--- src/hw/rps_defines.svh ---
// offsets, field positions, codes and reset values of the pin remapper
// Functional notes
// - selector code zero ties input to ground
// - selector code one feeds comparator one output
// - top code selects pin 181, codes 2 to 180 by pin number, codes above it tie to ground
// - spi2 select selector in low byte
// - can1 receive selector in low byte
// - pwm sync one selector in high byte
// - dead-time comp one selector in high byte
// - one register: comp three high, two low
// - sent one selector in high byte
// - sent two selector in low byte
// - unused bits ignore writes, read zero
// - output register holds two six-bit function fields
// - output bits 15:14 and 7:6 unimplemented
// - pins paired 20/35, 36/37, 38/39, 40/41
// - all selectors clear to zero at reset
`ifndef RPS_DEFINES_SVH
`define RPS_DEFINES_SVH

// register word indices on the local bus
`define RPS_REG_SPI2    4'h0
`define RPS_REG_CAN1    4'h1
`define RPS_REG_SYNC    4'h2
`define RPS_REG_DTC1    4'h3
`define RPS_REG_DTC23   4'h4
`define RPS_REG_SENT1   4'h5
`define RPS_REG_SENT2   4'h6
`define RPS_REG_OUT0    4'h7
`define RPS_NUM_OUT_REG 4

// slots of the input selector array
`define RPS_SEL_SPI2  0
`define RPS_SEL_CAN1  1
`define RPS_SEL_SYNC  2
`define RPS_SEL_DTC1  3
`define RPS_SEL_DTC2  4
`define RPS_SEL_DTC3  5
`define RPS_SEL_SENT1 6
`define RPS_SEL_SENT2 7
`define RPS_NUM_IN    8
`define RPS_NUM_PIN   8

// field positions
`define RPS_LO_BYTE   7:0
`define RPS_HI_BYTE   15:8
`define RPS_OUT_LO    5:0
`define RPS_OUT_HI    13:8

// input selector codes
`define RPS_CODE_GND  8'h00
`define RPS_CODE_CMP  8'h01
`define RPS_CODE_MAX  8'hB5
`define RPS_NUM_RPIN  182
`define RPS_FUNC_OFF  6'h00
`define RPS_NUM_FUNC  64

// reset values
`define RPS_SEL_RST   8'h00
`define RPS_FUNC_RST  6'h00
`define RPS_RD_ZERO   16'h0000

`endif

--- src/hw/rps_pkg.sv ---
// types of the pin remapper
package rps_pkg;

	// register access from software
	typedef struct packed {
		logic [3:0]  addr;
		logic [15:0] wdata;
		logic        we;
		logic        re;
	} rps_bus_req_t;

	// routed peripheral inputs, slot 0 in the low bit
	typedef struct packed {
		logic sent_rx_two_in;
		logic sent_rx_one_in;
		logic deadtime_comp_three_in;
		logic deadtime_comp_two_in;
		logic deadtime_comp_one_in;
		logic pwm_sync_one_in;
		logic can1_receive_in;
		logic spi2_target_select_in;
	} rps_periph_in_t;

	// whole module state
	typedef struct packed {
		logic [7:0][7:0] sel_in;
		logic [7:0][5:0] sel_out;
		logic [15:0]     rdata;
		rps_periph_in_t  route;
		logic [7:0]      pin_out;
		logic [7:0]      pin_oe;
	} rps_state_t;

endpackage : rps_pkg

--- src/hw/rps_top.sv ---
// remappable pin select: selector registers and routing
//
// Implementation choices: the placing of the registers and the plain strobed port.
`timescale 1ns/100ps
`include "rps_defines.svh"

module rps_top (
	input  wire logic                     clock,              // 250 MHz
	input  wire logic                     nrst,               // async reset, low
	input  wire logic                     ce,                 // freezes state when low
	input  wire rps_pkg::rps_bus_req_t    bus_req,            // register request
	output logic [15:0]                   bus_rdata,          // read data, next cycle
	input  wire logic [`RPS_NUM_RPIN-1:0] remappable_pin,     // pin levels by number
	input  wire logic                     comparator_one_out, // comparator 1 level
	input  wire logic [`RPS_NUM_FUNC-1:0] periph_func,        // output functions by code
	output rps_pkg::rps_periph_in_t       periph_in,          // routed peripheral inputs
	output logic [7:0]                    out_pin,            // pins 20,35..41 levels
	output logic [7:0]                    out_pin_oe          // high when function set
);

	rps_pkg::rps_state_t st_ff;
	rps_pkg::rps_state_t nxt_st;

	// input source decode: ground, comparator, or pin by number
	function automatic logic in_route(
		input logic [7:0]                    sel,
		input logic [`RPS_NUM_RPIN-1:0]      pins,
		input logic                          cmp
	);
		logic v;
		v = 1'b0;
		if (sel == `RPS_CODE_GND) begin
			v = 1'b0;
		end else if (sel == `RPS_CODE_CMP) begin
			v = cmp;
		end else if (sel <= `RPS_CODE_MAX) begin
			v = pins[sel];
		end
		return v;
	endfunction : in_route

	// output function decode: code zero leaves the pin idle
	function automatic logic out_route(
		input logic [5:0]                f,
		input logic [`RPS_NUM_FUNC-1:0]  funcs
	);
		return (f == `RPS_FUNC_OFF) ? 1'b0 : funcs[f];
	endfunction : out_route

	// register read image, unused bits zero
	function automatic logic [15:0] reg_read(
		input logic [3:0]          idx,
		input rps_pkg::rps_state_t s
	);
		logic [15:0] r;
		r = `RPS_RD_ZERO;
		case (idx)
			`RPS_REG_SPI2: begin
				r[`RPS_LO_BYTE] = s.sel_in[`RPS_SEL_SPI2];
			end
			`RPS_REG_CAN1: begin
				r[`RPS_LO_BYTE] = s.sel_in[`RPS_SEL_CAN1];
			end
			`RPS_REG_SYNC: begin
				r[`RPS_HI_BYTE] = s.sel_in[`RPS_SEL_SYNC];
			end
			`RPS_REG_DTC1: begin
				r[`RPS_HI_BYTE] = s.sel_in[`RPS_SEL_DTC1];
			end
			`RPS_REG_DTC23: begin
				r[`RPS_HI_BYTE] = s.sel_in[`RPS_SEL_DTC3];
				r[`RPS_LO_BYTE] = s.sel_in[`RPS_SEL_DTC2];
			end
			`RPS_REG_SENT1: begin
				r[`RPS_HI_BYTE] = s.sel_in[`RPS_SEL_SENT1];
			end
			`RPS_REG_SENT2: begin
				r[`RPS_LO_BYTE] = s.sel_in[`RPS_SEL_SENT2];
			end
			default: begin
				// output pairs, bits 15:14 and 7:6 stay zero
				for (int j = 0; j < `RPS_NUM_OUT_REG; j++) begin
					if (idx == 4'(`RPS_REG_OUT0 + j)) begin
						r[`RPS_OUT_HI] = s.sel_out[2*j+1];
						r[`RPS_OUT_LO] = s.sel_out[2*j];
					end
				end
			end
		endcase
		return r;
	endfunction : reg_read

	// next state: register writes, read data, routing
	always_comb begin
		nxt_st = st_ff;
		if (bus_req.we) begin
			case (bus_req.addr)
				`RPS_REG_SPI2: begin
					nxt_st.sel_in[`RPS_SEL_SPI2] = bus_req.wdata[`RPS_LO_BYTE];
				end
				`RPS_REG_CAN1: begin
					nxt_st.sel_in[`RPS_SEL_CAN1] = bus_req.wdata[`RPS_LO_BYTE];
				end
				`RPS_REG_SYNC: begin
					nxt_st.sel_in[`RPS_SEL_SYNC] = bus_req.wdata[`RPS_HI_BYTE];
				end
				`RPS_REG_DTC1: begin
					nxt_st.sel_in[`RPS_SEL_DTC1] = bus_req.wdata[`RPS_HI_BYTE];
				end
				`RPS_REG_DTC23: begin
					nxt_st.sel_in[`RPS_SEL_DTC3] = bus_req.wdata[`RPS_HI_BYTE];
					nxt_st.sel_in[`RPS_SEL_DTC2] = bus_req.wdata[`RPS_LO_BYTE];
				end
				`RPS_REG_SENT1: begin
					nxt_st.sel_in[`RPS_SEL_SENT1] = bus_req.wdata[`RPS_HI_BYTE];
				end
				`RPS_REG_SENT2: begin
					nxt_st.sel_in[`RPS_SEL_SENT2] = bus_req.wdata[`RPS_LO_BYTE];
				end
				default: begin
					// low field takes the lower pin number
					for (int j = 0; j < `RPS_NUM_OUT_REG; j++) begin
						if (bus_req.addr == 4'(`RPS_REG_OUT0 + j)) begin
							nxt_st.sel_out[2*j]   = bus_req.wdata[`RPS_OUT_LO];
							nxt_st.sel_out[2*j+1] = bus_req.wdata[`RPS_OUT_HI];
						end
					end
				end
			endcase
		end
		// read data stands for one cycle only
		nxt_st.rdata = bus_req.re ? reg_read(bus_req.addr, st_ff) : `RPS_RD_ZERO;
		// routing uses the stored selectors, so a write acts one cycle later
		for (int i = 0; i < `RPS_NUM_IN; i++) begin
			nxt_st.route[i] = in_route(st_ff.sel_in[i], remappable_pin,
				comparator_one_out);
		end
		for (int i = 0; i < `RPS_NUM_PIN; i++) begin
			nxt_st.pin_out[i] = out_route(st_ff.sel_out[i], periph_func);
			nxt_st.pin_oe[i]  = (st_ff.sel_out[i] != `RPS_FUNC_OFF);
		end
	end

	// state register, cleared at reset
	always_ff @(posedge clock or negedge nrst) begin
		if (!nrst) begin
			st_ff <= '0;
		end else if (ce) begin
			st_ff <= nxt_st;
		end
	end

	// outputs straight from the state register
	assign bus_rdata  = st_ff.rdata;
	assign periph_in  = st_ff.route;
	assign out_pin    = st_ff.pin_out;
	assign out_pin_oe = st_ff.pin_oe;
endmodule : rps_top

--- config.mk ---
export PLATFORM = sky130hd
export DESIGN_NAME = rps_top
export DESIGN_NICKNAME = d
export VERILOG_FILES = /design/src/hw/rps_pkg.sv /design/src/hw/rps_top.sv
export VERILOG_INCLUDE_DIRS = /design/src /design/src/hw
export SDC_FILE = /design/constraint.sdc
export NUM_CORES = 1
export LEC_CHECK = 0
export ABC_AREA = 0
export BUFFER_PORTS_ARGS = -buffer_cell sky130_fd_sc_hd__buf_2
export CAP_MARGIN = 40
export CORE_MARGIN = 1.5
export CORE_UTILIZATION = 35
export DETAILED_ROUTE_END_ITERATION = 8
export PLACE_DENSITY = 0.51
export SETUP_SLACK_MARGIN = 0.2
export SYNTH_ARGS = -nofsm -noshare
export SYNTH_HDL_FRONTEND = slang
export SYNTH_SLANG_ARGS = --single-unit
--- constraint.sdc ---
create_clock -name clock -period 5.2 [get_ports clock]
set_input_delay 0.78 -clock clock [delete_from_list [all_inputs] [get_ports clock]]
set_output_delay 0.78 -clock clock [all_outputs]
set_load 0.01 [all_outputs]
# Word level (Yosys, flattened, before mapping)
# Index checks and enable logic that the tools add are counted.
# word_totals
regBits	152
mem_count	0
wordCells	186
romBits	0
latchBits	0
input_bits	272
mem_bits_rw	0
output_inout_bits	40
# op_classes
n_addsub	0
eq_ne	18
mul	0
reduce_logical	39
n_mux	77
n_bitwise	1
n_shift	0
order_cmp	24
n_div	0
# ops
op	count
8-bit by 9-bit < comparator with 1-bit output, second input constant	8
1-bit binary-select mux with 8-bit select	8
8-bit by 1-bit equality test with 1-bit output, second input constant	8
8-bit <= comparator, second input constant	8
8-bit logical NOT	8
6-bit case mux with 5 select lines	2
6-bit by 7-bit < comparator with 1-bit output, second input constant	8
1-bit binary-select mux with 6-bit select	8
6-bit logical NOT	8
1-bit 2-to-1 mux	48
6-bit 2-to-1 mux	8
6-bit nonzero test	8
3-bit AND reduction	7
4-bit by 3-bit equality test with 1-bit output, second input constant	4
16-bit 2-to-1 mux	1
2-bit case mux with 4 select lines	2
4-bit AND reduction	4
4-bit equality test, second input constant	3
4-bit by 2-bit equality test with 1-bit output, second input constant	2
7-bit OR reduction	1
3-bit OR reduction	2
4-bit by 1-bit equality test with 1-bit output, second input constant	1
4-bit logical NOT	1
1-bit NOT	1

# Logic depth before layout (Yosys ltp)
# Gate-level depths: netlist (run 1).
# depth
depth_word	7
mapped_depth	10
ltp_nobuf	7

# Worst setup path before layout (run 1)
# No wires, ideal clock.
# synth_timing
path_type	in2reg
startpoint	in bus_req[19] (netlist bit)
endpoint	reg st_ff[120] (netlist bit)
slack_ns	2.509
arrival_ns	2.566
required_ns	5.075
cell_stages	5
setup_time_ns	0.125
path_cell_list	clkbuf_1 -> buf_1 -> nor3_1 -> clkbuf_1 -> mux2_2
# synth_between
elab_chain_len	2
# synth_rtl
item	line	text
from (decl)	rps_top.sv:11	input wire rps_pkg::rps_bus_req_t bus_req,
4-bit by 3-bit equality test with 1-bit output	rps_top.sv:97	case (bus_req.addr)
3-bit AND reduction (no line)	-	
to (signal assigned)	rps_top.sv:149	st_ff <= nxt_st;
to (decl)	rps_top.sv:21	rps_pkg::rps_state_t st_ff;
# No other way between the ends.
# A chain may end at the register's enable or synchronous reset.

# Final worst setup path (run 1)
# layout_timing
startpoint	reg st_ff[88] (netlist bit)
endpoint	reg st_ff (netlist bit periph_in[0])
# layout_between
elab_chain_len	5
elab_cells_between_ends	8
# layout_rtl
item	line	text
1-bit binary-select mux with 8-bit select	rps_top.sv:37	v = pins[sel];
1-bit 2-to-1 mux (implied by the code)	rps_top.sv:37	
1-bit 2-to-1 mux	rps_top.sv:36	end else if (sel <= `RPS_CODE_MAX) begin
1-bit 2-to-1 mux	rps_top.sv:34	end else if (sel == `RPS_CODE_CMP) begin
1-bit 2-to-1 mux (*)	rps_top.sv:32	if (sel == `RPS_CODE_GND) begin
# Mark *: on every way between the ends. The rest lies on a longest branch, timed or not. The select of a mux whose other input is x is not followed.

==> results of run 1 <==
## cell usage after synthesis (all sizes together), types with 4 or more instances
library cell / n
dfrtp: 152
nand2b: 6
o311ai: 7
mux4: 584
or4: 4
inv: 39
a211oi: 7
a221oi: 6
mux2i: 51
nor2b: 23
nor4: 13
a22oi: 29
a222oi: 12
o22ai: 13
mux2: 128
a21oi: 57
a31oi: 20
nor3: 17
nor4b: 5
nor2: 73
clkbuf: 115
nand4: 4
o221ai: 11
a22o: 5
a2111oi: 4
o21ai: 48
nor3b: 7
nand2: 64
nand3: 16
buf: 136
o2111ai: 12
nand3b: 8
## flip-flops by register name (all words and copies together), names as in the netlist
register	cells
out_pin_oe	8
st_ff	112
periph_in	8
bus_rdata	16
out_pin	8
## kinds of logic (layout without fill, tap and decap cells)
family / count (synthesis) / after routing / share of synthesized area (%)
compound gates: 250 / 250 / 7.23
buf+inv: 290 / 448 / 5.84
flops: 152 / 152 / 16.4
mux: 763 / 763 / 65.0
other cells: 0 / 11 / 0
simple gates: 258 / 258 / 5.55
## routing by layer
layer	GRT usage, %	vias up	part of all wire, %
met5	0	-	0.050
li1	-	7748	-
met3	8.13	239	13
met2	42.6	1633	46
met4	11.9	6	4.4
met1	39.2	10300	37
## stage by stage
stage	cells	util [%]	worst slack, ns	hold slack [ns]	power, uW
global placement	2685	38.2	1.64	0.493	7030
CTS	2734	39.5	1.87	0.251	8460
global route	2744	39.6	1.71	0.257	8870
floorplan	1713	-	2.51	0.484	5460
detailed placement	2702	38.6	1.76	0.500	7180
finish	2746	39.6	1.87	0.253	8520
## where the power goes
part | leakage (uW) | internal (uW) | switching [uW] | total [uW]
Combinational | 0.00674 | 2700 | 2270 | 4970
Clock | 0.000291 | 728 | 534 | 1260
Sequential | 0.00191 | 1420 | 868 | 2290
## area by class of cell
cell class	count	area share [%]
repair buffers	377	8.57
diodes	11	0.106
clock inverters	12	0.548
flip-flops and latches	152	14.8
well taps	864	4.16
inverters	39	0.563
multi-input cells	1271	69.6
clock buffers	20	1.72
## worst paths after layout
path / startpoint / endpoint / slack (ns) / cells after the start
max: st_ff[88] / periph_in[0] / 1.87 / 8
min: nrst / st_ff[107] / 0.25 / 1
max reg2reg: st_ff[88] / periph_in[0] / 1.87 / 8
min reg2reg: out_pin[3] / out_pin[3] / 0.50 / 2
max in group asynchronous: nrst / st_ff[88] / 3.81 / 3
min in group clock: out_pin[3] / out_pin[3] / 0.50 / 2
## critical path, stage by stage (launching register included)
cell and delay [ns]:
dfrtp_4 0.93, buf_4 0.41, mux4_2 0.54, mux4_2 0.47
mux2_2 0.28, nand2_1 0.06, o21ai_1 0.16, a21oi_1 0.22
o22ai_1 0.09
==> metrics.md, run 1 <==
| Metric | Value |
|---|---|
| Via/cell ratio | `7.26` |
| Die height | `261 um` |
| Synth warn | `0` |
| Commonest non-fill, non-tap cell in the layout | `mux4_2` |
| Die area | `67,900 um^2` |
| Mean post-synth cell area | `~14 um^2` |
| Clock Sinks | `152` |
| Layout Skew | `0.0137 ns` |
| Startpoint types | `flip-flop` |
| Drt first pass iters | `8` |
| Worst rel slew slack | `33.8%` |
| Hold WC Path Type | `input pin to async pin` |
| Ys flop type | `dfrtp_1` |
| DP Area | `~25,000 um^2` |
| Endpoints failing setup | `0` |
| Final wirelength | `97.2 mm` |
| Critical setup path kind | `flip-flop to flip-flop` |
| Mapped cell area | `23,200 um^2` |
| CP Max Fanout | `37` |
| CTS Root Cell | `clkbuf_16` |
| Wire per inst | `roughly 35 um` |
| FF+latch area | `around 3800 um^2` |
| Final Cell Area | `26,000 um^2` |
| Core area | `65,700 um^2` |
| Status | `finished clean` |
| Total global-route track usage | `28.6%` |
| Maximum VDD drop | `0.202 mV` |
| CTS H-tree depth | `4` |
| Post-route ant nets | `0` |
| PortBufs | `311` |
| Nets | `2,130` |
| Area of the multi-input gates | `between 15,000 and 20,000 um^2` |
| F_max | `0.300 GHz` |
| Synth cell types | `60` |
| Clk buf depth | `2` |
| Hold Violations, Final | `0` |
| 1st-iter DRT viols | `3,120` |
| Period utilisation layout | `64.1%` |
| Max-slew violation count | `0` |
| Most frequent cells in the layout | `mux4_2, buf_2, dfrtp_1` |
| Crit end category | `flip-flop` |
| Die X | `261 um` |
| Post-cts repair resize count | `0` |
| Final HPWL DP | `69.7 mm` |
| CTS Buf Count | `17` |
| Share of cells above drive strength 1 | `between 60% and 70%` |
| Worst EP required | `about 5.5 ns` |
| Final TNS setup | `0 ns` |
| Min Clock Period, post-route | `3.33 ns` |
| Syn Nets | `1,985` |
| Area Overhead vs Synth | `11.9%` |
| # DRC | `0` |
| FF+latch count, synth | `152` |
| RSZ-0062 raised after global routing | `no` |
| Post-CTS Setup Inserts | `0` |
| Post-Synthesis Cells | `1,713` |
| Number of enable flip-flop cells after synthesis | `0` |
| Row Count | `94` |
| Yosys top cell area share | `56.6%` |
| Leakage Power | `0.00895 uW` |
| Worst-skew pair later-pin latency | `0.44 ns` |
| Pwr dens | `328 nW/um^2` |
| Vias in the first global route | `19,600` |
| Max_cap viols | `0` |
| TritonCTS clock tree | `built` |
| Pin count of the biggest net entering global routing | `68` |
| Area leader, netlist | `mux4_2` |
| Global route overflow | `0` |
| FFs w/ async S/R, synth | `100%` |
| Critical path arrival | `roughly 3.7 ns` |
| Placer congestion estimate | `0.952` |
| Largest cells by area after synthesis | `mux4_2, dfrtp_1, mux2_2, mux2i_1, clkbuf_1` |
| Initial antenna violation count | `16` |
| I/O Pins | `312` |
| First-pass GRT wire length | `141 mm` |
| Worst slew pin tran | `0.993 ns` |
| Sequential area share after synthesis | `16.4%` |
| Detailed-route via count | `19,900` |
| Initial core utilization | `35.3%` |
| Clock-pin transition on the worst setup and hold timing paths | `around 0.07 ns` |
| Hold buffers post-CTS | `0` |
| Fillers | `6,194` |
No activity file was read; power rests on OpenSTA's default activity.
==> run 2, diff against run 1 <==
--- a/config.mk
+++ b/config.mk
@@ -12,7 +12,7 @@
 export CORE_MARGIN = 1.5
 export CORE_UTILIZATION = 35
 export DETAILED_ROUTE_END_ITERATION = 8
-export PLACE_DENSITY = 0.51
+export PLACE_DENSITY = 0.53
 export SETUP_SLACK_MARGIN = 0.2
 export SYNTH_ARGS = -nofsm -noshare
 export SYNTH_HDL_FRONTEND = slang
==> constraint.sdc (replaced) <==
create_clock -name clock -period 2.88 [get_ports clock]
set_input_delay 0.432 -clock clock [delete_from_list [all_inputs] [get_ports clock]]
set_output_delay 0.432 -clock clock [all_outputs]
set_load 0.01 [all_outputs]
==> metrics.md, run 2 (synthesized netlist as in run 1, its figures left out) <==
| Metric | Value |
|---|---|
| Maximum VDD drop | `0.433 mV (was 0.202 mV)` |
| Metal-1 WL | `37.8 mm (was 35.7 mm)` |
| Final HPWL DP | `72.9 mm (was 69.7 mm)` |
| Global route overflow | `0 (unchanged)` |
| Area Overhead vs Synth | `17.6% (was 11.9%)` |
| R2r endpoint | `periph_in[3] (was periph_in[0])` |
| Period utilisation layout | `96.5% (was 64.1%)` |
| Vias in the first global route | `20,600 (was 19,600)` |
| Startpoint types | `flip-flop (unchanged)` |
| Area of the multi-input gates | `18,100 um^2 (about the same)` |
| Pwr Total | `16,300 uW (was 8520 uW)` |
| Critical path arrival | `3.09 ns (was 3.65 ns)` |
| Via/cell ratio | `7.33 (was 7.26)` |
| Most used cell, CP | `mux4_2 (unchanged)` |
| TritonCTS clock tree | `built (unchanged)` |
| Initial antenna violation count | `13 (was 16)` |
| Met2 WL post-DR | `45.4 mm (was 44.3 mm)` |
| Met3 wire len | `13.1 mm (was 12.9 mm)` |
| Setup crit start | `st_ff[112] (was st_ff[88])` |
| Failing checks | `hold timing` |
| 1st-iter DRT viols | `3,306 (was 3,120)` |
| CTS H-tree depth | `4 (unchanged)` |
| Placer congestion estimate | `0.970 (was 0.952)` |
| Clk buf depth | `2 (unchanged)` |
| Most flops, register | `st_ff (unchanged)` |
| Max Used Layer | `met5 (unchanged)` |
| Buf/Inv on CP | `1 (unchanged)` |
| Worst hold margin | `-0.00746 ns (was 0.253 ns)` |
| Worst rel slew slack | `39.3% (was 33.8%)` |
| Fin util | `41.6% (was 39.6%)` |
| Nets | `2,235 (was 2,130)` |
| Drt first pass iters | `6 (was 8)` |
| # DRC | `0 (unchanged)` |
| Share of cells above drive strength 1 | `63.7% (was 61.2%)` |
| Clock-pin transition on the worst setup and hold timing paths | `0.07 ns (about the same)` |
| Max incr delay on CP | `0.56 ns (was 0.93 ns)` |
| Status | `finished, violations left (was finished clean)` |
| Die height | `261 um (unchanged)` |
| Worst EP required | `3.19 ns (was 5.52 ns)` |
| FF+latch area | `3850 um^2 (was 3840 um^2)` |
| Total global-route track usage | `29.6% (was 28.6%)` |
| Endpoints failing setup | `0 (unchanged)` |
| Hold WC Path Type | `input pin to async pin (unchanged)` |
| Core area | `65,700 um^2 (unchanged)` |
| Reg2Reg Setup Slack | `0.10 ns (was 1.87 ns)` |
| Layout Skew | `0.00900 ns (was 0.0137 ns)` |
| Max_cap viols | `0 (unchanged)` |
| Final wirelength | `102 mm (was 97.2 mm)` |
| Critical path's top delay family | `multiplexers (unchanged)` |
| Leakage Power | `0.00962 uW (was 0.00895 uW)` |
| Wire per inst | `35.8 um (was 35.4 um)` |
| Pin count of the biggest net entering global routing | `63 (was 68)` |
| Post-route ant nets | `0 (unchanged)` |
| Pwr dens | `597 nW/um^2 (was 328 nW/um^2)` |
| Clock Sinks | `152 (unchanged)` |
| RSZ-0062 raised after global routing | `yes (was no)` |
| CP Max Fanout | `11 (was 37)` |
| Most frequent cells in the layout | `mux4_2, buf_2, dfrtp_1 (unchanged)` |
| Crit end category | `flip-flop (unchanged)` |
| FF-to-FF path depth | `6 (was 8)` |
| Largest register FFs | `112 (unchanged)` |
| Worst-skew pair later-pin latency | `0.43 ns (was 0.44 ns)` |
| Worst r2r src | `st_ff[112] (was st_ff[88])` |
| Min Clock Period, post-route | `2.78 ns (was 3.33 ns)` |
| Row Count | `94 (unchanged)` |
| Detailed-route via count | `20,900 (was 19,900)` |
| Hold Violations, Final | `5 (was 0)` |
| Max-slew violation count | `0 (unchanged)` |
| Critical setup path kind | `flip-flop to flip-flop (unchanged)` |
| Critical path endpoint | `periph_in[3] (was periph_in[0])` |
| I/O Pins | `312 (unchanged)` |
| Fillers | `6,068 (was 6,194)` |
| F_max | `0.360 GHz (was 0.300 GHz)` |
| PortBufs | `311 (unchanged)` |
| Die X | `261 um (unchanged)` |
| WP depth | `6 (was 8)` |
| Initial core utilization | `35.3% (unchanged)` |
| Critical path, cell by cell | `buf_4, mux4_2, mux4_2, mux4_2, a31oi_1, o22ai_1 (was buf_4, mux4_2, mux4_2, mux2_2, nand2_1, o21ai_1, a21oi_1, o22ai_1)` |
| Worst slew pin tran | `0.907 ns (was 0.993 ns)` |
| CTS Buf Count | `17 (unchanged)` |
| Critical-path top delay cell | `dfrtp_4 (unchanged)` |
| First-pass GRT wire length | `146 mm (was 141 mm)` |
| CTS Root Cell | `clkbuf_16 (unchanged)` |
| Commonest non-fill, non-tap cell in the layout | `mux4_2 (unchanged)` |
| Die area | `67,900 um^2 (unchanged)` |
==> run 2: cell types whose count changed in the layout (fill, tap and decap cells not counted), moves of 3 or more <==
cell	change
clkinv_4	-3
clkbuf_16	+4
mux2i_2	+5
mux2i_1	-5
buf_4	+64
buf_6	+4
buf_12	+40
inv_6	+3
buf_16	-4
==> run 2: worst min-delay path by stage <==
stage	startpoint	to	slack [ns]
after floorplan	nrst	bus_rdata[0]	0.14
after global placement	nrst	st_ff[104]	0.49
after detailed placement	nrst	st_ff[104]	0.49
after CTS	nrst	st_ff[104]	0.02
after global routing	nrst	st_ff[108]	0.03
final	nrst	st_ff[108]	-0.007
==> run 2: where the power goes <==
group | total (uW) | switching [uW] | internal (uW)
Clock | 2280 | 1040 | 1240
Sequential | 3560 | 987 | 2570
Combinational | 10500 | 4930 | 5530
==> run 2: what timing repair did <==
item	in CTS	in global routing
pin swaps	0	1
buffers inserted	3	33
setup endpoints to repair	5	8
cloned	0	4
resized for setup	6	15
hold buffers	0	0
==> run 2: area by class of cell <==
class,count,area share [%]
antenna,9,0.0824
clock buffer,18,1.61
clock inverter,14,0.508
inverter,39,0.536
multi-input combinational,1271,66.4
sequential,152,14.1
tap,864,3.96
timing repair buffer,482,12.9
==> run 2: through the flow <==
stage / hold slack (ns) / TNS (ns) / std cells / worst slack (ns) / area (um^2)
floorplan: 0.136 / 0 / 1713 / 0.235 / 23200
global placement: 0.486 / 0 / 2768 / 0.0125 / 26200
CTS: 0.0186 / 0 / 2803 / 0.0896 / 26800
detailed placement: 0.485 / -0.0194 / 2768 / -0.0194 / 26200
finish: -0.00746 / 0 / 2849 / 0.100 / 27300
global route: 0.0298 / 0 / 2849 / 0.0955 / 27300
==> run 2: metal layers <==
layer | vias up | global-route usage (%)
met2 | 1899 | 43.9
met4 | 4 | 13.4
li1 | 7939 | -
met1 | 10800 | 40.7
met3 | 294 | 7.88
met5 | - | 0
